[src/rtl/daq_regs_pkg.sv]
// constants and carrier types for the acquisition register group
package daq_regs_pkg;
   localparam logic [4:0] OFS_GAIN_LOW   = 5'h04;
   localparam logic [4:0] OFS_GAIN_HIGH  = 5'h06;
   localparam logic [4:0] OFS_GAIN_RESET = 5'h07;
   localparam logic [4:0] OFS_DAC0       = 5'h08;
   localparam logic [4:0] OFS_STATUS     = 5'h08;
   localparam logic [4:0] OFS_DIAG       = 5'h09;
   localparam logic [4:0] OFS_EEPROM     = 5'h0a;
   localparam logic [4:0] OFS_DAC1       = 5'h0e;
   localparam logic [15:0] DAC_SIMUL_STROBE = 16'h8000;
   localparam int DAC_BITS        = 12;
   localparam int GAIN_CHANNELS   = 16;
   localparam int EE_DATA_BIT     = 7;
   localparam int EE_CLOCK_BIT    = 0;
   localparam int STAT_EMPTY_BIT  = 7;
   localparam int STAT_FULL_BIT   = 6;
   localparam int STAT_HALF_BIT   = 5;
   localparam int DIAG_UNDER_BIT  = 1;
   localparam int DIAG_OVER_BIT   = 0;
   localparam logic [31:0] GAIN_RESET_VALUE = 32'h0000_0000;
   localparam logic [11:0] DAC_RESET_VALUE  = 12'h000;

   typedef enum logic [0:0] {
      DAC_AUTOMATIC    = 1'b0,
      DAC_SIMULTANEOUS = 1'b1
   } dac_mode_t;

   typedef struct packed {
      logic        rd;
      logic        wr;
      logic [4:0]  addr;
      logic [15:0] wdata;
   } host_req_t;

   typedef struct packed {
      logic fifo_empty;
      logic fifo_full;
      logic fifo_over_half;
      logic fifo_empty_read;
   } fifo_state_t;

   typedef struct packed {
      logic dac_a_low_range_jumper;
      logic dac_b_low_range_jumper;
      logic high_gain_jumper;
      logic bipolar_jumper;
      logic sixteen_single_ended;
   } jumpers_t;
endpackage

[src/rtl/pin_sync.sv]
// two-stage synchroniser for a group of pin levels
module pin_sync #(
   parameter int WIDTH = 1
) (
   input  wire logic             clk_i,
   input  wire logic             rst_b_i,
   input  wire logic [WIDTH-1:0] d_i,
   output logic      [WIDTH-1:0] q_o
);
   typedef struct packed {
      logic [WIDTH-1:0] s1;
      logic [WIDTH-1:0] s2;
   } sync_state_t;
   sync_state_t st;
   sync_state_t next_st;

   initial begin
      if (WIDTH < 1) $error("pin_sync width below one");
   end

   always_comb begin
      next_st.s1 = d_i;
      next_st.s2 = st.s1;
   end

   always_ff @(posedge clk_i) begin
      if (!rst_b_i) begin
         st <= '0;
      end else begin
         st <= next_st;
      end
   end

   assign q_o = st.s2;
endmodule

[src/rtl/gain_select.sv]
// per-channel gain code store and channel lookup
module gain_select
   import daq_regs_pkg::*;
#(
   parameter int CHANNELS = 16
) (
   input  wire logic                        clk_i,
   input  wire logic                        rst_b_i,
   input  wire logic                        wr_low_i,
   input  wire logic                        wr_high_i,
   input  wire logic                        clear_i,
   input  wire logic [15:0]                 wdata_i,
   input  wire logic [$clog2(CHANNELS)-1:0] channel_i,
   output logic      [1:0]                  gain_o
);
   typedef struct packed {
      logic [2*CHANNELS-1:0] codes;
      logic [1:0]            gain;
   } gain_state_t;
   gain_state_t st;
   gain_state_t next_st;

   initial begin
      if (CHANNELS != GAIN_CHANNELS) $error("gain_select needs sixteen channels");
   end

   always_comb begin
      next_st = st;
      if (wr_low_i) next_st.codes[15:0] = wdata_i;
      if (wr_high_i) next_st.codes[31:16] = wdata_i;
      if (clear_i) next_st.codes = GAIN_RESET_VALUE;
      next_st.gain = st.codes[2*channel_i +: 2];
   end

   always_ff @(posedge clk_i) begin
      if (!rst_b_i) begin
         st <= '0;
      end else begin
         st <= next_st;
      end
   end

   assign gain_o = st.gain;
endmodule

[src/rtl/daq_regs.sv]
// host register group: gains, DACs, status and EEPROM port
module daq_regs
   import daq_regs_pkg::*;
(
   input  wire logic                    MCLK_I,
   input  wire logic                    RST_B_I,
   input  wire daq_regs_pkg::host_req_t HOST_REQ_I,
   output logic      [15:0]             HOST_RDATA_O,
   input  wire daq_regs_pkg::fifo_state_t FIFO_I,
   input  wire daq_regs_pkg::jumpers_t  JUMPERS_I,
   input  wire logic                    IRQ_ENABLE_I,
   input  wire daq_regs_pkg::dac_mode_t DAC_MODE_I,
   input  wire logic [3:0]              CHANNEL_I,
   output logic      [1:0]              GAIN_SELECT_O,
   output logic      [11:0]             DAC0_CODE_O,
   output logic      [11:0]             DAC1_CODE_O,
   output logic                         IRQ_O,
   output logic                         EEPROM_DATA_O,
   output logic                         EEPROM_SERIAL_CLOCK_O,
   input  wire logic                    EEPROM_SERIAL_OUT_I
);
   import daq_regs_pkg::*;

   // ======================================================
   // state
   typedef struct packed {
      logic [11:0] dac0_hold;
      logic [11:0] dac1_hold;
      logic [11:0] dac0;
      logic [11:0] dac1;
      logic        overflow_sticky_flag;
      logic        underflow_sticky_flag;
      logic        ee_data;
      logic        ee_clock;
      logic        irq;
      logic [15:0] rdata;
   } regs_state_t;
   regs_state_t st;
   regs_state_t next_st;

   logic [4:0] jumpers_s;
   logic       ee_out_s;
   logic       wr_gain_low;
   logic       wr_gain_high;
   logic       gain_clear;

   function automatic logic hit(input host_req_t r, input logic [4:0] ofs);
      hit = r.addr == ofs;
   endfunction

   // ======================================================
   // pin synchronisers
   pin_sync #(.WIDTH(6)) u_pin_sync (
      .clk_i   (MCLK_I),
      .rst_b_i (RST_B_I),
      .d_i     ({JUMPERS_I, EEPROM_SERIAL_OUT_I}),
      .q_o     ({jumpers_s, ee_out_s})
   );

   // ======================================================
   // gain store
   assign wr_gain_low  = HOST_REQ_I.wr && hit(HOST_REQ_I, OFS_GAIN_LOW);
   assign wr_gain_high = HOST_REQ_I.wr && hit(HOST_REQ_I, OFS_GAIN_HIGH);
   assign gain_clear   = HOST_REQ_I.rd && hit(HOST_REQ_I, OFS_GAIN_RESET);

   gain_select #(.CHANNELS(GAIN_CHANNELS)) u_gain_select (
      .clk_i     (MCLK_I),
      .rst_b_i   (RST_B_I),
      .wr_low_i  (wr_gain_low),
      .wr_high_i (wr_gain_high),
      .clear_i   (gain_clear),
      .wdata_i   (HOST_REQ_I.wdata),
      .channel_i (CHANNEL_I),
      .gain_o    (GAIN_SELECT_O)
   );

   // ======================================================
   // register behaviour
   always_comb begin
      next_st = st;
      next_st.rdata = '0;
      if (HOST_REQ_I.wr && hit(HOST_REQ_I, OFS_DAC0)) begin
         if (DAC_MODE_I == DAC_SIMULTANEOUS && HOST_REQ_I.wdata == DAC_SIMUL_STROBE) begin
            next_st.dac0 = st.dac0_hold;
            next_st.dac1 = st.dac1_hold;
         end else begin
            next_st.dac0_hold = HOST_REQ_I.wdata[DAC_BITS-1:0];
            if (DAC_MODE_I == DAC_AUTOMATIC) next_st.dac0 = HOST_REQ_I.wdata[DAC_BITS-1:0];
         end
      end
      if (HOST_REQ_I.wr && hit(HOST_REQ_I, OFS_DAC1)) begin
         next_st.dac1_hold = HOST_REQ_I.wdata[DAC_BITS-1:0];
         if (DAC_MODE_I == DAC_AUTOMATIC) next_st.dac1 = HOST_REQ_I.wdata[DAC_BITS-1:0];
      end
      if (HOST_REQ_I.wr && hit(HOST_REQ_I, OFS_EEPROM)) begin
         next_st.ee_data  = HOST_REQ_I.wdata[EE_DATA_BIT];
         next_st.ee_clock = HOST_REQ_I.wdata[EE_CLOCK_BIT];
      end
      if (HOST_REQ_I.rd && hit(HOST_REQ_I, OFS_DIAG)) begin
         next_st.overflow_sticky_flag  = 1'b0;
         next_st.underflow_sticky_flag = 1'b0;
      end
      if (FIFO_I.fifo_full) next_st.overflow_sticky_flag = 1'b1;
      if (FIFO_I.fifo_empty_read) next_st.underflow_sticky_flag = 1'b1;
      next_st.irq = IRQ_ENABLE_I && FIFO_I.fifo_over_half;
      if (HOST_REQ_I.rd) begin
         case (HOST_REQ_I.addr)
            OFS_STATUS: begin
               next_st.rdata[STAT_EMPTY_BIT] = FIFO_I.fifo_empty;
               next_st.rdata[STAT_FULL_BIT]  = FIFO_I.fifo_full;
               next_st.rdata[STAT_HALF_BIT]  = FIFO_I.fifo_over_half;
               next_st.rdata[4:0]            = jumpers_s;
            end
            OFS_DIAG: begin
               next_st.rdata[DIAG_OVER_BIT]  = st.overflow_sticky_flag || FIFO_I.fifo_full;
               next_st.rdata[DIAG_UNDER_BIT] = st.underflow_sticky_flag;
            end
            OFS_EEPROM: next_st.rdata[EE_DATA_BIT] = ee_out_s;
            default: next_st.rdata = '0;
         endcase
      end
   end

   always_ff @(posedge MCLK_I) begin
      if (!RST_B_I) begin
         st <= '0;
      end else begin
         st <= next_st;
      end
   end

   // ======================================================
   // outputs
   assign HOST_RDATA_O          = st.rdata;
   assign DAC0_CODE_O           = st.dac0;
   assign DAC1_CODE_O           = st.dac1;
   assign IRQ_O                 = st.irq;
   assign EEPROM_DATA_O         = st.ee_data;
   assign EEPROM_SERIAL_CLOCK_O = st.ee_clock;
endmodule

[config.mk]
export PLATFORM = sky130hd
export DESIGN_NAME = daq_regs
export DESIGN_NICKNAME = d
export VERILOG_FILES = /design/src/rtl/daq_regs_pkg.sv /design/src/rtl/pin_sync.sv /design/src/rtl/gain_select.sv /design/src/rtl/daq_regs.sv
export SDC_FILE = /design/constraint.sdc
export NUM_CORES = 1
export LEC_CHECK = 0
export ABC_CLOCK_PERIOD_IN_PS = 2760
export BUFFER_PORTS_ARGS = -buffer_cell sky130_fd_sc_hd__buf_2
export CORE_UTILIZATION = 30
export DETAILED_ROUTE_END_ITERATION = 8
export SYNTH_ARGS = -nofsm -noshare
export SYNTH_HDL_FRONTEND = slang
export SYNTH_SLANG_ARGS = --single-unit
[constraint.sdc]
create_clock -name MCLK_I -period 2.76 [get_ports MCLK_I]
set_clock_uncertainty 0.15 [all_clocks]
set_input_delay 0 -clock MCLK_I [delete_from_list [all_inputs] [get_ports MCLK_I]]
set_output_delay 0 -clock MCLK_I [all_outputs]
set_load 0.01 [all_outputs]
# ---- Yosys cells after proc, flatten, opt, wreduce, memory -nomap -nowiden
# Cells that the tools add are included.
dict set report classes {
  n_mux 11
  n_div 0
  n_shift 1
  multipliers 0
  magnitude_cmp 0
  n_eq_ne 9
  n_bitwise 2
  reduce_logical 17
  n_addsub 0
}
# op n
set op_table {}
lappend op_table {{2-to-1 mux 12 bit} 6}
lappend op_table {{indexed part select 32 x 6 -> 2 bit} 1}
lappend op_table {{equality test 5 x 4 -> 1 bit, second input constant} 4}
lappend op_table {{equality test 16 bit, second input constant} 1}
lappend op_table {{equality test 5 x 3 -> 1 bit, second input constant} 3}
lappend op_table {{logical AND 1 bit} 9}
lappend op_table {{AND reduction 2 bit} 3}
lappend op_table {{one-hot mux 2 bit (2 select lines)} 1}
lappend op_table {{nonzero test 2 bit} 2}
lappend op_table {{AND reduction 3 bit} 1}
lappend op_table {{2-to-1 mux 1 bit} 2}
lappend op_table {{2-to-1 mux 2 bit} 1}
lappend op_table {{!= test 2 x 1 -> 1 bit, second input constant} 1}
lappend op_table {{inverter 1 bit} 2}
lappend op_table {{one-hot mux 1 bit (2 select lines)} 1}
lappend op_table {{OR reduction 2 bit} 1}
lappend op_table {{logical OR 1 bit} 1}
dict set report word_totals {
  reg_bits 115
  n_memories 0
  rom_bits 0
  latch_bits 0
  input_bits 41
  ramBits 0
  word_cells 57
}

# ---- Longest topological paths before layout
# Gate-level depths: netlist of the first run.
dict set report depth {
  ltp_word 6
  ltp_mapped 7
  mapped_depth_nobuf 4
}

# ---- By module
# Synthesis of the first run repeated with hierarchy kept, for this count alone.
dict set report hier_totals {
  cells_unflattened 510
  hier_area_um2 4944.7
}
# module instances area_per_inst_um2 cells_each seq_area_each_um2
set modules_own_cells {}
lappend modules_own_cells {daq_regs 1 3114.2 336 1221.2}
lappend modules_own_cells {gain_select 1 1493.9 149 680.7}
lappend modules_own_cells {pin_sync 1 336.6 25 240.2}

# ---- Worst setup path after synthesis of the first run
# No wires, ideal clock.
dict set report synth_timing {
  path_type {input -> register}
  start {input port HOST_REQ_I[6] in the netlist's numbering}
  end {register st, in the netlist DAC1_CODE_O[3]}
  arrival_time_ps 1633
  slack_ps 840
  n_path_buf 2
  stages 6
  path_cell_list {or4_4 or4_4 buf_6 buf_6 o31ai_1 a31oi_1}
}
dict set report synth_via {
  elab_chain_len 6
}
# item line
set synth_lines {}
lappend synth_lines {{start: declaration} daq_regs.sv:7} ;# input wire daq_regs_pkg::host_req_t HOST_REQ_I,
lappend synth_lines {{equality test 16 bit (*)} daq_regs.sv:83} ;# if (DAC_MODE_I == DAC_SIMULTANEOUS && HOST_REQ_I.wdata == DAC_SIMUL_STROBE) begin
lappend synth_lines {{logical AND 1 bit (*)} daq_regs.sv:83}
lappend synth_lines {{2-to-1 mux 12 bit (*)} daq_regs.sv:83}
lappend synth_lines {{2-to-1 mux 12 bit (*)} daq_regs.sv:82} ;# if (HOST_REQ_I.wr && hit(HOST_REQ_I, OFS_DAC0)) begin
lappend synth_lines {{2-to-1 mux 12 bit} daq_regs.sv:93} ;# if (DAC_MODE_I == DAC_AUTOMATIC) next_st.dac1 = HOST_REQ_I.wdata[DAC_BITS-1:0];
lappend synth_lines {{2-to-1 mux 12 bit (*)} daq_regs.sv:91} ;# if (HOST_REQ_I.wr && hit(HOST_REQ_I, OFS_DAC1)) begin
lappend synth_lines {{end signal: assignment} daq_regs.sv:128} ;# st <= next_st;
lappend synth_lines {{end: declaration} daq_regs.sv:38} ;# regs_state_t st;
# Mark *: on every way between the ends. The rest lies on a longest branch, timed or not.
# A chain may end at the register's enable or synchronous reset.

# ---- Worst setup path after layout of the first run
dict set report layout_timing {
  start {input port HOST_REQ_I[7] in the netlist's numbering}
  end {register st, in the netlist DAC1_CODE_O[6]}
}
# The elaborated chain is that of the path after synthesis.

==> results of run 1 <==
## synth_stat cells (2+ instances only)
library cell                 n
sky130_fd_sc_hd__a21oi_1    41
sky130_fd_sc_hd__nand2_1    87
sky130_fd_sc_hd__buf_6       2
sky130_fd_sc_hd__buf_2       4
sky130_fd_sc_hd__nand3b_1    2
sky130_fd_sc_hd__clkbuf_1   29
sky130_fd_sc_hd__o31ai_2     2
sky130_fd_sc_hd__a31oi_1    20
sky130_fd_sc_hd__mux2i_1    29
sky130_fd_sc_hd__o21ai_0    20
sky130_fd_sc_hd__buf_1       2
sky130_fd_sc_hd__o31ai_1    10
sky130_fd_sc_hd__buf_4      42
sky130_fd_sc_hd__mux4_2     10
sky130_fd_sc_hd__nor3_1     15
sky130_fd_sc_hd__nor2_1     22
sky130_fd_sc_hd__nor3b_1     2
sky130_fd_sc_hd__dfxtp_1   107
sky130_fd_sc_hd__and2_1     21
sky130_fd_sc_hd__and3_1      2
sky130_fd_sc_hd__nor2b_1     3
sky130_fd_sc_hd__or4_4       3
sky130_fd_sc_hd__nand4_1    17
sky130_fd_sc_hd__nand3_1     9
sky130_fd_sc_hd__a21boi_0    4
## worst reg2reg max path, cell delays in order (launching register included)
cell and delay, ps:
sky130_fd_sc_hd__dfxtp_1 320, sky130_fd_sc_hd__mux4_2 470, sky130_fd_sc_hd__mux4_2 470, sky130_fd_sc_hd__dlygate4sd3_1 570
sky130_fd_sc_hd__and2_1 150
## cells by family (layout without fill, tap and decap cells)
logic type / Yosys count / after routing / synth area share [%]
compound gates: 101 / 101 / 12.83
buf+inv: 81 / 155 / 10.29
flops: 107 / 107 / 45.75
mux: 39 / 39 / 11.01
other cells: 1 / 8 / 0.08009
simple gates: 190 / 190 / 20.04
## final cells by class
| class | count | area (µm²) |
|---|---|---|
| Fill cell | 1573 | 9468 |
| Timing Repair Buffer | 137 | 953.4 |
| Clock inverter | 7 | 82.58 |
| Sequential cell | 107 | 2142 |
| Inverter | 2 | 7.507 |
| Tap cell | 188 | 235.2 |
| Multi-Input combinational cell | 338 | 2088 |
| Clock buffer | 9 | 225.2 |
## registers in the layout, summed over array words and instances, names as in the netlist
register               flops
EEPROM_SERIAL_CLOCK_O      1
u_gain_select.gain_o       2
IRQ_O                      1
DAC0_CODE_O               12
u_pin_sync.q_o             6
st                        26
DAC1_CODE_O               12
HOST_RDATA_O               8
u_pin_sync.next_st         6
u_gain_select.st          32
EEPROM_DATA_O              1
## path summary, 6_finish.rpt
| check | to |
|---|---|
| setup reg to reg | u_gain_select.gain_o[1] |
| setup / recovery | DAC1_CODE_O[6] |
| hold reg to reg | HOST_RDATA_O[4] |
| hold / removal | u_gain_select.gain_o[0] |
## power by group through the flow
stage / Clock [W] / Combinational, W / Sequential, W
5_1_grt: 0.00143 / 0.000264 / 0.00157
6_report: 0.00134 / 0.000243 / 0.00157
3_3_place_gp: 0 / 0.000190 / 0.00161
4_1_cts: 0.00135 / 0.000241 / 0.00157
3_5_place_dp: 0 / 0.000192 / 0.00161
2_1_floorplan: 0 / 0.000111 / 0.00160
## routing by layer
metal,track usage [%],up-vias,wire length (µm)
met1,21.13,1949,5675
met3,3.163,16,722
met4,5.252,0,209
met2,26.47,129,6090
li1,-,1922,-
met5,0,-,0
## through the flow
step	hold slack, ps	std cells
after floorplan	-32.57	526
after global placement	56.03	725
after detailed placement	63.96	725
after CTS	6.262	788
after global routing	42.00	788
final	19.57	788
## what timing repair did
action / CTS / global route
hold buffers: 47 / 0
buffers inserted: 0 / 0
hold endpoints to repair: 103 / 0
==> out/qor_table.md, run 1 <==
| Step | Parameter | This run |
|:---|:---|:---|
| sta | Final setup violation count | 0 |
| finish | Commonest non-fill, non-tap cell in the layout | sky130_fd_sc_hd__dfxtp_1 |
| global routing | Maximum number of pins on one net before global-route repair | 45 |
| setup path | Maximum cell stage delay along the critical path | 740 ps |
| sta | Setup TNS | 0 ps |
| setup path | Crit start category | input port |
| synthesis | Primary flip-flop cell chosen by synthesis mapping | sky130_fd_sc_hd__dfxtp_1 |
| setup path | Startpoint of the worst setup timing path | HOST_REQ_I[7] |
| clock network | Clk root buf | sky130_fd_sc_hd__clkbuf_16 |
| sta | Fmax achieved | 0.4177 GHz |
| clock network | Clock network latency to the later pin of the worst-skew pair | 350 ps |
| synthesis | Seq/Total Area, Yosys | 45.75% |
| global routing | GRT Residual Overflow | 0 |
| setup path | Critical Setup Path Class | in -> reg |
| sta | Setup repair after global routing missed its margin | no |
| synthesis | Post-Synthesis Mean Instance Area | 9.021 µm² |
| floorplanning | Floorplan Core Area | 15200 µm² |
| finish | Fraction of layout instances using a drive strength above 1 | 21.00% |
| route | Vias | 4016 |
| setup path | FF-to-FF Start | u_gain_select.st[17] |
| setup path | Critical-path maximum fanout | 24 |
| finish | Count of inserted antenna diode cells | 0 |
| sta | Final critical path time including I/O delays and setup | 2394 ps |
| clock network | Depth of the CTS H-tree | 3 |
| finish | Number of nets in the final layout | 636 |
| route | Routed via count divided by cell count | 5.096 |
| finish | Cell area after layout | 5734 µm² |
| place | Post-detail-place hpwl | 8455 µm |
| synthesis | Number of unique standard cell types used by synthesis | 39 |
| global routing | Via count of the first global-routing pass | 3758 |
| floorplanning | Die Area | 16110 µm² |
| place | Post-place instance area | 4956 µm² |
| setup path | Data arrival time of the critical path | 2460 ps |
| place | Setup slack after placement | 577.2 ps |
| synthesis | Number of enable-type register cells in the synthesized netlist | 0 |
| route | Remaining DRCs | 0 |
| power and ir drop | Leakage power of the design | 2.271 nW |
| setup path | Most numerous cell on the critical path | sky130_fd_sc_hd__or4_4 |
| synthesis | Ys async rst share | 0% |
| route | Routed wirelength normalized by instance count | 16.11 µm |
| place | Routability cong. | 0.8015 |
| hold path | Path class of the lowest-slack min-delay path | in -> reg |
| power and ir drop | Relative contribution of the clock network to total power | 42.4% |
| sta | Final cycle utilization of the critical path | 86.73% |
| setup path | Worst reg-to-reg path cell count | 4 |
| setup path | Cell Chain, Critical Path | dlygate4sd3_1 > buf_2 > or4_4 > or4_4 > o31ai_1 > a31oi_1 |
| global routing | Global-route wire length before repair | 20270 µm |
| global routing | Initial antenna violation count | 0 |
| clock network | Number of instances resized during post-cts repair | 0 |
| synthesis | Library cell occupying the most area in the post-synthesis netlist | sky130_fd_sc_hd__dfxtp_1 |
| sta | Final Hold Fails | 0 |
| clock network | Clk pin slew, worst setup/hold paths | 70 ps |
| sta | Worst-case setup margin in the final layout | 366.1 ps |
| hold path | Worst Hold Depth | 3 |
| finish | Highest-count cells in the layout ignoring fill and taps | sky130_fd_sc_hd__dfxtp_1 (107), sky130_fd_sc_hd__nand2_1 (87), sky130_fd_sc_hd__buf_2 (77) |
| place | Port Buffers | 77 |
| setup path | CP bufs+invs | 2 |
| setup path | CP required | 2830 ps |
| floorplanning | # rows | 45 |
| synthesis | Total of warnings raised by yosys | 0 |
| setup path | Setup crit end kind | flip-flop |
| power and ir drop | Sequential cell fraction of total power | 49.9% |
| sta | Slew at the pin with the worst max-slew slack | 745.9 ps |
| global routing | Overall fraction of global-route tracks in use | 16.09% |
| floorplanning | Boundary pin count | 86 |
| power and ir drop | Internal power contribution | 0.002388 W |
| power and ir drop | Worst supply voltage drop on vdd | 0.3361 mV |
| floorplanning | Die boundary height | 126.9 µm |
| hold path | Start point of the worst min-delay path | CHANNEL_I[3] |
| clock network | Total CTS buffers | 9 |
| power and ir drop | Net switching fraction of the power | 24.13% |
| floorplanning | Initial cell density of the core | 30.80% |
| power and ir drop | Total power divided by cell area | 549.0 nW/µm² |
| floorplanning | Die Width | 126.9 µm |
| finish | Area added between synthesis and finish | 22.47% |
| route | Drt first-iter violations | 270 |
| setup path | CP Depth | 6 |
| route | Routed wire length | 12700 µm |
| setup path | Worst path top cell family by delay | simple AND/OR/NAND/NOR gates |
| route | Antenna violation net count after detailed routing | 0 |
| power and ir drop | Combinational share of power | 7.7% |
| route | Iteration count of the initial detailed-routing pass | 5 |
| setup path | Register-to-register setup slack | 530 ps |
| synthesis | Mapped Cells | 519 |
| synthesis | Flops & latches, synth | 107 |
| synthesis | Cells taking the most area after synthesis | sky130_fd_sc_hd__dfxtp_1 (46%), sky130_fd_sc_hd__nand2_1 (7.0%), sky130_fd_sc_hd__buf_4 (6.7%) |
| run | Max-cap violation count | 0 |
| clock network | Longest Clk Path Bufs | 2 |
| finish | Share of the core filled with cells | 37.72% |
| clock network | CTS tree | built |
| sta | Final Max Slew Viols | 0 |
| sta | Headroom to the max-slew limit | 50.22% |
| run status | Run status | finished, final reports clean |
| setup path | CP max-delay cell | sky130_fd_sc_hd__or4_4 |
| clock network | # clock sinks | 107 |
| synthesis | Area of the mapped netlist | 4682 µm² |
| synthesis | Share of the synthesized area in the top cell type | 45.75% |
| power and ir drop | Net switching power | 0.0007596 W |
| power and ir drop | Tot Pwr | 0.003148 W |
No activity file was read; power rests on OpenSTA's default activity.
==> run 2: changes to the inputs <==
--- a/config.mk
+++ b/config.mk
@@ -5,6 +5,7 @@
 export SDC_FILE = /design/constraint.sdc
 export NUM_CORES = 1
 export LEC_CHECK = 0
+export ABC_AREA = 1
 export ABC_CLOCK_PERIOD_IN_PS = 2760
 export BUFFER_PORTS_ARGS = -buffer_cell sky130_fd_sc_hd__buf_2
 export CORE_UTILIZATION = 30
==> run 2 against run 1 <==
Net effect: utilization is 0.35 points lower; die area up 3.2%; first-iteration DRC count increased by 1.9%; sequential power barely moved; fmax down 9.3%; setup slack worse by 240 ps; sequential share of layout area down 1.1 points; synthesized area is 3.3% higher; largest cell class unchanged; register-to-register slack is essentially flat; design area increased by 3.1%; flip-flop and latch count did not move; global-route usage down 0.49 points; largest power group unchanged.
==> out/qor_table.md, run 2 <==
| Step | Parameter | This run |
|:---|:---|:---|
| run status | Run status | finished, final reports clean |
| place | Post-detail-place hpwl | 8040 µm |
| route | Routed wirelength normalized by instance count | 12.75 µm |
| global routing | Global-route wire length before repair | 19910 µm |
| route | Remaining DRCs | 0 |
| route | Routed wire length | 12320 µm |
| global routing | Initial antenna violation count | 0 |
| synthesis | Primary flip-flop cell chosen by synthesis mapping | sky130_fd_sc_hd__dfxtp_1 |
| setup path | Data arrival time of the critical path | 2750 ps |
| finish | Area added between synthesis and finish | 22.33% |
| setup path | Cell Chain, Critical Path | dlygate4sd3_1 > buf_2 > inv_2 > nor2_2 > nand2_1 > nor3_1 > nand2_1 > dlygate4sd3_1 > o211ai_1 > dlygate4sd3_1 > inv_1 |
| place | Setup slack after placement | 807.6 ps |
| route | Routed via count divided by cell count | 4.307 |
| power and ir drop | Total power divided by cell area | 533.2 nW/µm² |
| synthesis | Number of unique standard cell types used by synthesis | 27 |
| hold path | Path class of the lowest-slack min-delay path | in -> reg |
| setup path | Worst path top cell family by delay | buffers and inverters |
| finish | Count of inserted antenna diode cells | 0 |
| global routing | GRT Residual Overflow | 0 |
| route | Antenna violation net count after detailed routing | 0 |
| sta | Setup TNS | 0 ps |
| floorplanning | # rows | 46 |
| floorplanning | Die Width | 128.9 µm |
| sta | Final cycle utilization of the critical path | 95.60% |
| route | Vias | 4161 |
| setup path | Maximum cell stage delay along the critical path | 580 ps |
| power and ir drop | Relative contribution of the clock network to total power | 40.9% |
| route | Drt first-iter violations | 275 |
| clock network | Clock network latency to the later pin of the worst-skew pair | 350 ps |
| power and ir drop | Leakage power of the design | 2.661 nW |
| synthesis | Library cell occupying the most area in the post-synthesis netlist | sky130_fd_sc_hd__dfxtp_1 |
| setup path | Setup crit end kind | flip-flop |
| place | Port Buffers | 77 |
| sta | Final Max Slew Viols | 0 |
| global routing | Via count of the first global-routing pass | 3933 |
| floorplanning | Die boundary height | 128.9 µm |
| setup path | FF-to-FF Start | u_gain_select.st[21] |
| synthesis | Mapped Cells | 665 |
| synthesis | Most common cell in the synthesized netlist | sky130_fd_sc_hd__nand2_1 |
| power and ir drop | Net switching power | 0.0007651 W |
| finish | Area of combinational cells with multiple inputs | 1906 µm² |
| sta | Slew at the pin with the worst max-slew slack | 794.0 ps |
| synthesis | Share of the synthesized area in the top cell type | 44.31% |
| finish | Leading registers by flop count | u_gain_select.st x32, st x26 |
| finish | Fraction of layout instances using a drive strength above 1 | 15.73% |
| sta | Fmax achieved | 0.3790 GHz |
| synthesis | Top post-synthesis cells by count | sky130_fd_sc_hd__nand2_1 (115), sky130_fd_sc_hd__dfxtp_1 (107), sky130_fd_sc_hd__nor2_1 (93) |
| route | Iteration count of the initial detailed-routing pass | 4 |
| hold path | Worst Hold Depth | 5 |
| synthesis | Ys async rst share | 0% |
| finish | Number of filler cells placed in the layout | 1641 |
| place | Cell Count Post-Placement | 897 |
| setup path | CP max-delay cell | sky130_fd_sc_hd__dlygate4sd3_1 |
| setup path | Worst reg-to-reg path cell count | 8 |
| hold path | Start point of the worst min-delay path | CHANNEL_I[1] |
| setup path | Critical R2R Capture | u_gain_select.gain_o[1] |
| clock network | Total CTS buffers | 9 |
| synthesis | Area of the mapped netlist | 4835 µm² |
| setup path | CP bufs+invs | 6 |
| sta | Final setup violation count | 0 |
| clock network | Longest Clk Path Bufs | 2 |
| clock network | Depth of the CTS H-tree | 3 |
| floorplanning | Boundary pin count | 86 |
| sta | Fin Hold WS | 136.7 ps |
| finish | Count of placed standard cells in the final layout, fillers left out | 966 |
| place | Routability cong. | 0.7526 |
| clock network | Buffers inserted during post-CTS setup optimization | 0 |
| synthesis | Post-Synthesis Mean Instance Area | 7.270 µm² |
| setup path | Critical Setup Path Class | in -> reg |
| setup path | CP required | 2870 ps |
| hold path | Endpoint with the worst hold slack | u_gain_select.gain_o[0] |
| finish | Number of nets in the final layout | 787 |
| synthesis | Flops & latches, synth | 107 |
| setup path | Register-to-register setup slack | 530 ps |
| synthesis | Number of enable-type register cells in the synthesized netlist | 0 |
| sta | Final Hold Fails | 0 |
| floorplanning | Floorplan Core Area | 15830 µm² |
| power and ir drop | Net switching fraction of the power | 24.26% |
| synthesis | Seq/Total Area, Yosys | 44.31% |
| setup path | Crit start category | input port |
| power and ir drop | Sequential cell fraction of total power | 50.0% |
| clock network | Number of instances resized during post-cts repair | 0 |
| sta | Setup repair after global routing missed its margin | no |
| finish | Flip-flop count of the largest register, all copies and words added | 32 |
| clock network | Clk pin slew, worst setup/hold paths | 70 ps |
| power and ir drop | Worst supply voltage drop on vdd | 0.3815 mV |
| synthesis | Cells taking the most area after synthesis | sky130_fd_sc_hd__dfxtp_1 (44%), sky130_fd_sc_hd__nand2_1 (8.9%), sky130_fd_sc_hd__nor2_1 (7.2%) |
| floorplanning | Initial cell density of the core | 30.55% |
| floorplanning | Die Area | 16630 µm² |
| finish | Reg with most FFs | u_gain_select.st |
| run | Max-cap violation count | 0 |
| clock network | Clk root buf | sky130_fd_sc_hd__clkbuf_16 |
| sta | Headroom to the max-slew limit | 46.87% |
| power and ir drop | Internal power contribution | 0.002389 W |
| power and ir drop | Combinational share of power | 9.0% |
| finish | Highest-count cells in the layout ignoring fill and taps | sky130_fd_sc_hd__nand2_1 (115), sky130_fd_sc_hd__dfxtp_1 (107), sky130_fd_sc_hd__nor2_1 (93) |
| synthesis | Total of warnings raised by yosys | 0 |
| finish | Commonest non-fill, non-tap cell in the layout | sky130_fd_sc_hd__nand2_1 |
| sta | Final critical path time including I/O delays and setup | 2638 ps |
| sta | Worst-case setup margin in the final layout | 121.5 ps |
| clock network | # clock sinks | 107 |
| global routing | Overall fraction of global-route tracks in use | 15.60% |
| setup path | Most numerous cell on the critical path | sky130_fd_sc_hd__dlygate4sd3_1 |
| finish | Register Area | 2142 µm² |
| clock network | Number of buffers added to fix hold violations after cts | 54 |
| global routing | Maximum number of pins on one net before global-route repair | 33 |
| setup path | Critical-path maximum fanout | 12 |
| clock network | CTS tree | built |
[run 2: worst max path at each step]
stage              startpoint               to  slack, ps  depth (start not counted)
2_1_floorplan  HOST_REQ_I[17]   DAC0_CODE_O[3]       1560                          7
3_3_place_gp   HOST_REQ_I[19]  DAC0_CODE_O[10]        850                          9
3_5_place_dp   HOST_REQ_I[19]   DAC0_CODE_O[9]        810                          9
4_1_cts        HOST_REQ_I[19]           st[20]        160                         11
5_1_grt        HOST_REQ_I[19]           st[20]         20                         11
6_report       HOST_REQ_I[19]           st[20]        120                         11
[run 2: cell type report]
| class | count | share of cell area [%] |
|---|---|---|
| tap | 216 | 4.569 |
| multi-input combinational | 399 | 32.22 |
| timing repair buffer | 136 | 16.29 |
| sequential | 107 | 36.22 |
| clock buffer | 11 | 3.935 |
| inverter | 93 | 5.902 |
| clock inverter | 4 | 0.8674 |
[run 2: routing by layer]
layer  vias up  track usage (%)  routed length, µm
li1       2231                -                  -
met5         -                0                  0
met4         0            5.813                137
met2        66            25.25               5806
met1      1855            20.46               5900
met3         9            3.160                476
[run 2: power by group through the flow]
stage	logic [W]	registers (W)	clock network, W
3_5_place_dp	0.000227	0.00161	0
6_report	0.000285	0.00158	0.00129
5_1_grt	0.000314	0.00158	0.00138
4_1_cts	0.000283	0.00158	0.00132
3_3_place_gp	0.000226	0.00161	0
2_1_floorplan	0.000144	0.00161	0
[run 2: cells by family (layout without fill, tap and decap cells)]
group                  count (synthesis)  in the layout  share of synthesized area (%)
and+or+nand+nor                      286            286                          25.54
AOI/OAI and AO/OA                    105            105                          13.25
DFF                                  107            107                          44.31
other                                  1              8                        0.07757
buffers and inverters                166            244                          16.82
[run 2: metrics by stage]
step                total power [W]  area, µm²  util (%)
CTS                        0.003176       5914     37.37
detailed placement         0.001841       5090     32.16
global placement           0.001840       5090     32.16
global route               0.003274       5914     37.37
finish                     0.003154       5914     37.37
floorplan                  0.001757       4861         -
[run 2: worst register-to-register path, cell delays in order (launching register included)]
cell and delay, ps:
sky130_fd_sc_hd__dfxtp_1 310, sky130_fd_sc_hd__inv_1 50, sky130_fd_sc_hd__a21oi_1 110, sky130_fd_sc_hd__o21ai_0 110, sky130_fd_sc_hd__nand3_1 100, sky130_fd_sc_hd__nand3_1 70
sky130_fd_sc_hd__dlygate4sd3_1 560, sky130_fd_sc_hd__a21oi_1 140, sky130_fd_sc_hd__dlygate4sd3_1 580
==> run 3: changes to the inputs <==
--- a/config.mk
+++ b/config.mk
@@ -8,8 +8,12 @@
 export ABC_AREA = 1
 export ABC_CLOCK_PERIOD_IN_PS = 2760
 export BUFFER_PORTS_ARGS = -buffer_cell sky130_fd_sc_hd__buf_2
+export CELL_PAD_IN_SITES_DETAIL_PLACEMENT = 1
+export CELL_PAD_IN_SITES_GLOBAL_PLACEMENT = 1
 export CORE_UTILIZATION = 30
+export CTS_CLUSTER_SIZE = 28
 export DETAILED_ROUTE_END_ITERATION = 8
+export PLACE_DENSITY_LB_ADDON = 0.1
 export SYNTH_ARGS = -nofsm -noshare
 export SYNTH_HDL_FRONTEND = slang
 export SYNTH_SLANG_ARGS = --single-unit
==> run 3 against run 2 <==
Net effect: clock power about the same; utilization is 0.13 points higher; cell count increased by 0.31%; critical endpoint unchanged; sequential share of layout area fell by 0.12 points; register-to-register slack improved by 20 ps; design area increased by 0.34%; via count up 6.0%; combinational power rose by 2%; critical path depth stayed put; first-iteration DRC count fell by 33%.
==> out/qor_table.md, run 3 (synthesis results as in run 2) <==
| Step | Parameter | This run |
|:---|:---|:---|
| sta | Final cycle utilization of the critical path | 92.29% |
| clock network | Total CTS buffers | 9 |
| floorplanning | Die boundary height | 128.9 µm |
| clock network | Longest Clk Path Bufs | 2 |
| place | Cell Count Post-Placement | 900 |
| setup path | Worst setup path endpoint | st[20] |
| power and ir drop | Worst supply voltage drop on vdd | 0.2538 mV |
| floorplanning | Initial cell density of the core | 30.55% |
| sta | Final setup violation count | 0 |
| finish | Highest-count cells in the layout ignoring fill and taps | sky130_fd_sc_hd__nand2_1 (115), sky130_fd_sc_hd__dfxtp_1 (107), sky130_fd_sc_hd__nor2_1 (93) |
| run status | Run status | finished, final reports clean |
| finish | Area of combinational cells with multiple inputs | 1911 µm² |
| setup path | FF-to-FF Start | u_gain_select.st[20] |
| finish | Number of nets in the final layout | 789 |
| sta | Final Max Slew Viols | 0 |
| global routing | Overall fraction of global-route tracks in use | 17.86% |
| place | Port Buffers | 77 |
| floorplanning | Floorplan Core Area | 15830 µm² |
| setup path | Critical Setup Path Class | in -> reg |
| sta | Setup TNS | 0 ps |
| finish | Reg with most FFs | u_gain_select.st |
| run | Max-cap violation count | 0 |
| power and ir drop | Leakage power of the design | 2.670 nW |
| hold path | Path class of the lowest-slack min-delay path | in -> reg |
| floorplanning | Boundary pin count | 86 |
| sta | Final critical path time including I/O delays and setup | 2547 ps |
| clock network | Depth of the CTS H-tree | 3 |
| global routing | Global-route wire length before repair | 22870 µm |
| route | Iteration count of the initial detailed-routing pass | 4 |
| setup path | Data arrival time of the critical path | 2660 ps |
| finish | Area added between synthesis and finish | 22.75% |
| power and ir drop | Tot Pwr | 0.003136 W |
| finish | Fraction of layout instances using a drive strength above 1 | 16.60% |
| finish | Number of filler cells placed in the layout | 1985 |
| route | Routed wirelength normalized by instance count | 14.32 µm |
| sta | Setup repair after global routing missed its margin | no |
| clock network | Clk pin slew, worst setup/hold paths | 80 ps |
| clock network | Clk root buf | sky130_fd_sc_hd__clkbuf_16 |
| setup path | Crit start category | input port |
| floorplanning | Die Area | 16630 µm² |
| setup path | Setup crit end kind | flip-flop |
| setup path | CP required | 2870 ps |
| hold path | Start point of the worst min-delay path | CHANNEL_I[1] |
| route | Routed wire length | 13880 µm |
| setup path | Worst reg-to-reg path cell count | 8 |
| power and ir drop | Total power divided by cell area | 528.5 nW/µm² |
| sta | Slew at the pin with the worst max-slew slack | 895.0 ps |
| global routing | Via count of the first global-routing pass | 4515 |
| route | Vias | 4411 |
| finish | Flip-flop count of the largest register, all copies and words added | 32 |
| setup path | Critical-path maximum fanout | 12 |
| finish | Count of inserted antenna diode cells | 0 |
| finish | Commonest non-fill, non-tap cell in the layout | sky130_fd_sc_hd__nand2_1 |
| sta | Final Hold Fails | 0 |
| global routing | GRT Residual Overflow | 0 |
| setup path | Startpoint of the worst setup timing path | HOST_REQ_I[19] |
| route | Remaining DRCs | 0 |
| clock network | # clock sinks | 107 |
| global routing | Initial antenna violation count | 0 |
| sta | Headroom to the max-slew limit | 40.12% |
| floorplanning | # rows | 46 |
| sta | Fmax achieved | 0.3926 GHz |
| setup path | Critical R2R Capture | u_gain_select.gain_o[0] |
| clock network | Clock network latency to the later pin of the worst-skew pair | 350 ps |
| finish | Register Area | 2142 µm² |
| route | Antenna violation net count after detailed routing | 0 |
| finish | Count of placed standard cells in the final layout, fillers left out | 969 |
| finish | Leading registers by flop count | u_gain_select.st x32, st x26 |
| route | Drt first-iter violations | 183 |
| global routing | Maximum number of pins on one net before global-route repair | 33 |
| floorplanning | Die Width | 128.9 µm |
| place | Post-detail-place hpwl | 9399 µm |
| place | Routability cong. | 0.7210 |
| setup path | Register-to-register setup slack | 550 ps |
| clock network | CTS tree | built |
| route | Routed via count divided by cell count | 4.552 |
==> run 3: worst min path at each step <==
stage	end	slack (ps)	depth (start not counted)
2_1_floorplan	u_pin_sync.next_st[0]	-50	2
5_1_grt	u_gain_select.gain_o[1]	150	5
3_5_place_dp	u_pin_sync.next_st[1]	40	3
6_report	u_gain_select.gain_o[1]	120	5
3_3_place_gp	u_pin_sync.next_st[2]	30	3
4_1_cts	u_gain_select.gain_o[1]	120	5
==> run 3: per-stage QoR <==
| stage | hold slack [ps] | instance area (µm²) | worst slack [ps] | utilization, % |
|---|---|---|---|---|
| global route | 155.0 | 5934 | 31.23 | 37.49 |
| detailed placement | 40.56 | 5112 | 830.3 | 32.30 |
| floorplan | -52.37 | 4861 | 1560 | - |
| finish | 117.5 | 5934 | 212.9 | 37.49 |
| CTS | 120.7 | 5929 | 153.3 | 37.46 |
| global placement | 29.77 | 5112 | 903.3 | 32.30 |
==> run 3: what timing repair did <==
| action | CTS | global route |
|---|---|---|
| hold buffers | 53 | 0 |
| hold endpoints to repair | 96 | 0 |
| gates resized for setup | 0 | 1 |
| setup endpoints to repair | 0 | 1 |
| setup buffers | 0 | 0 |
==> run 3: area by class of cell <==
type | instances | share of cell area, %
sequential | 107 | 36.10
multi-input combinational | 399 | 32.19
clock inverter | 7 | 1.033
inverter | 93 | 5.882
tap | 216 | 4.554
clock buffer | 9 | 3.795
timing repair buffer | 138 | 16.45
==> run 3: where the power goes <==
group / internal (W) / switching, W
clock network: 0.000628 / 0.000640
logic: 0.000117 / 0.000174
registers: 0.00157 / 0.00000911
total: 0.00231 / 0.000823
==> run 3: per-layer routing <==
layer | wire [µm] | GRT usage (%) | vias up
met5 | 0 | 0 | -
met4 | 260 | 7.474 | 0
met3 | 308 | 2.328 | 18
met2 | 6798 | 31.64 | 62
met1 | 6509 | 21.73 | 2109
li1 | - | - | 2222
==> run 3: critical path: stages <==
cell and delay (ps):
sky130_fd_sc_hd__dlygate4sd3_1 540, sky130_fd_sc_hd__buf_2 160, sky130_fd_sc_hd__inv_2 110, sky130_fd_sc_hd__nor2_2 150, sky130_fd_sc_hd__nand2_1 100, sky130_fd_sc_hd__nor3_2 180
sky130_fd_sc_hd__nand2_1 90, sky130_fd_sc_hd__dlygate4sd3_1 560, sky130_fd_sc_hd__o211ai_1 150, sky130_fd_sc_hd__dlygate4sd3_1 570, sky130_fd_sc_hd__inv_1 40
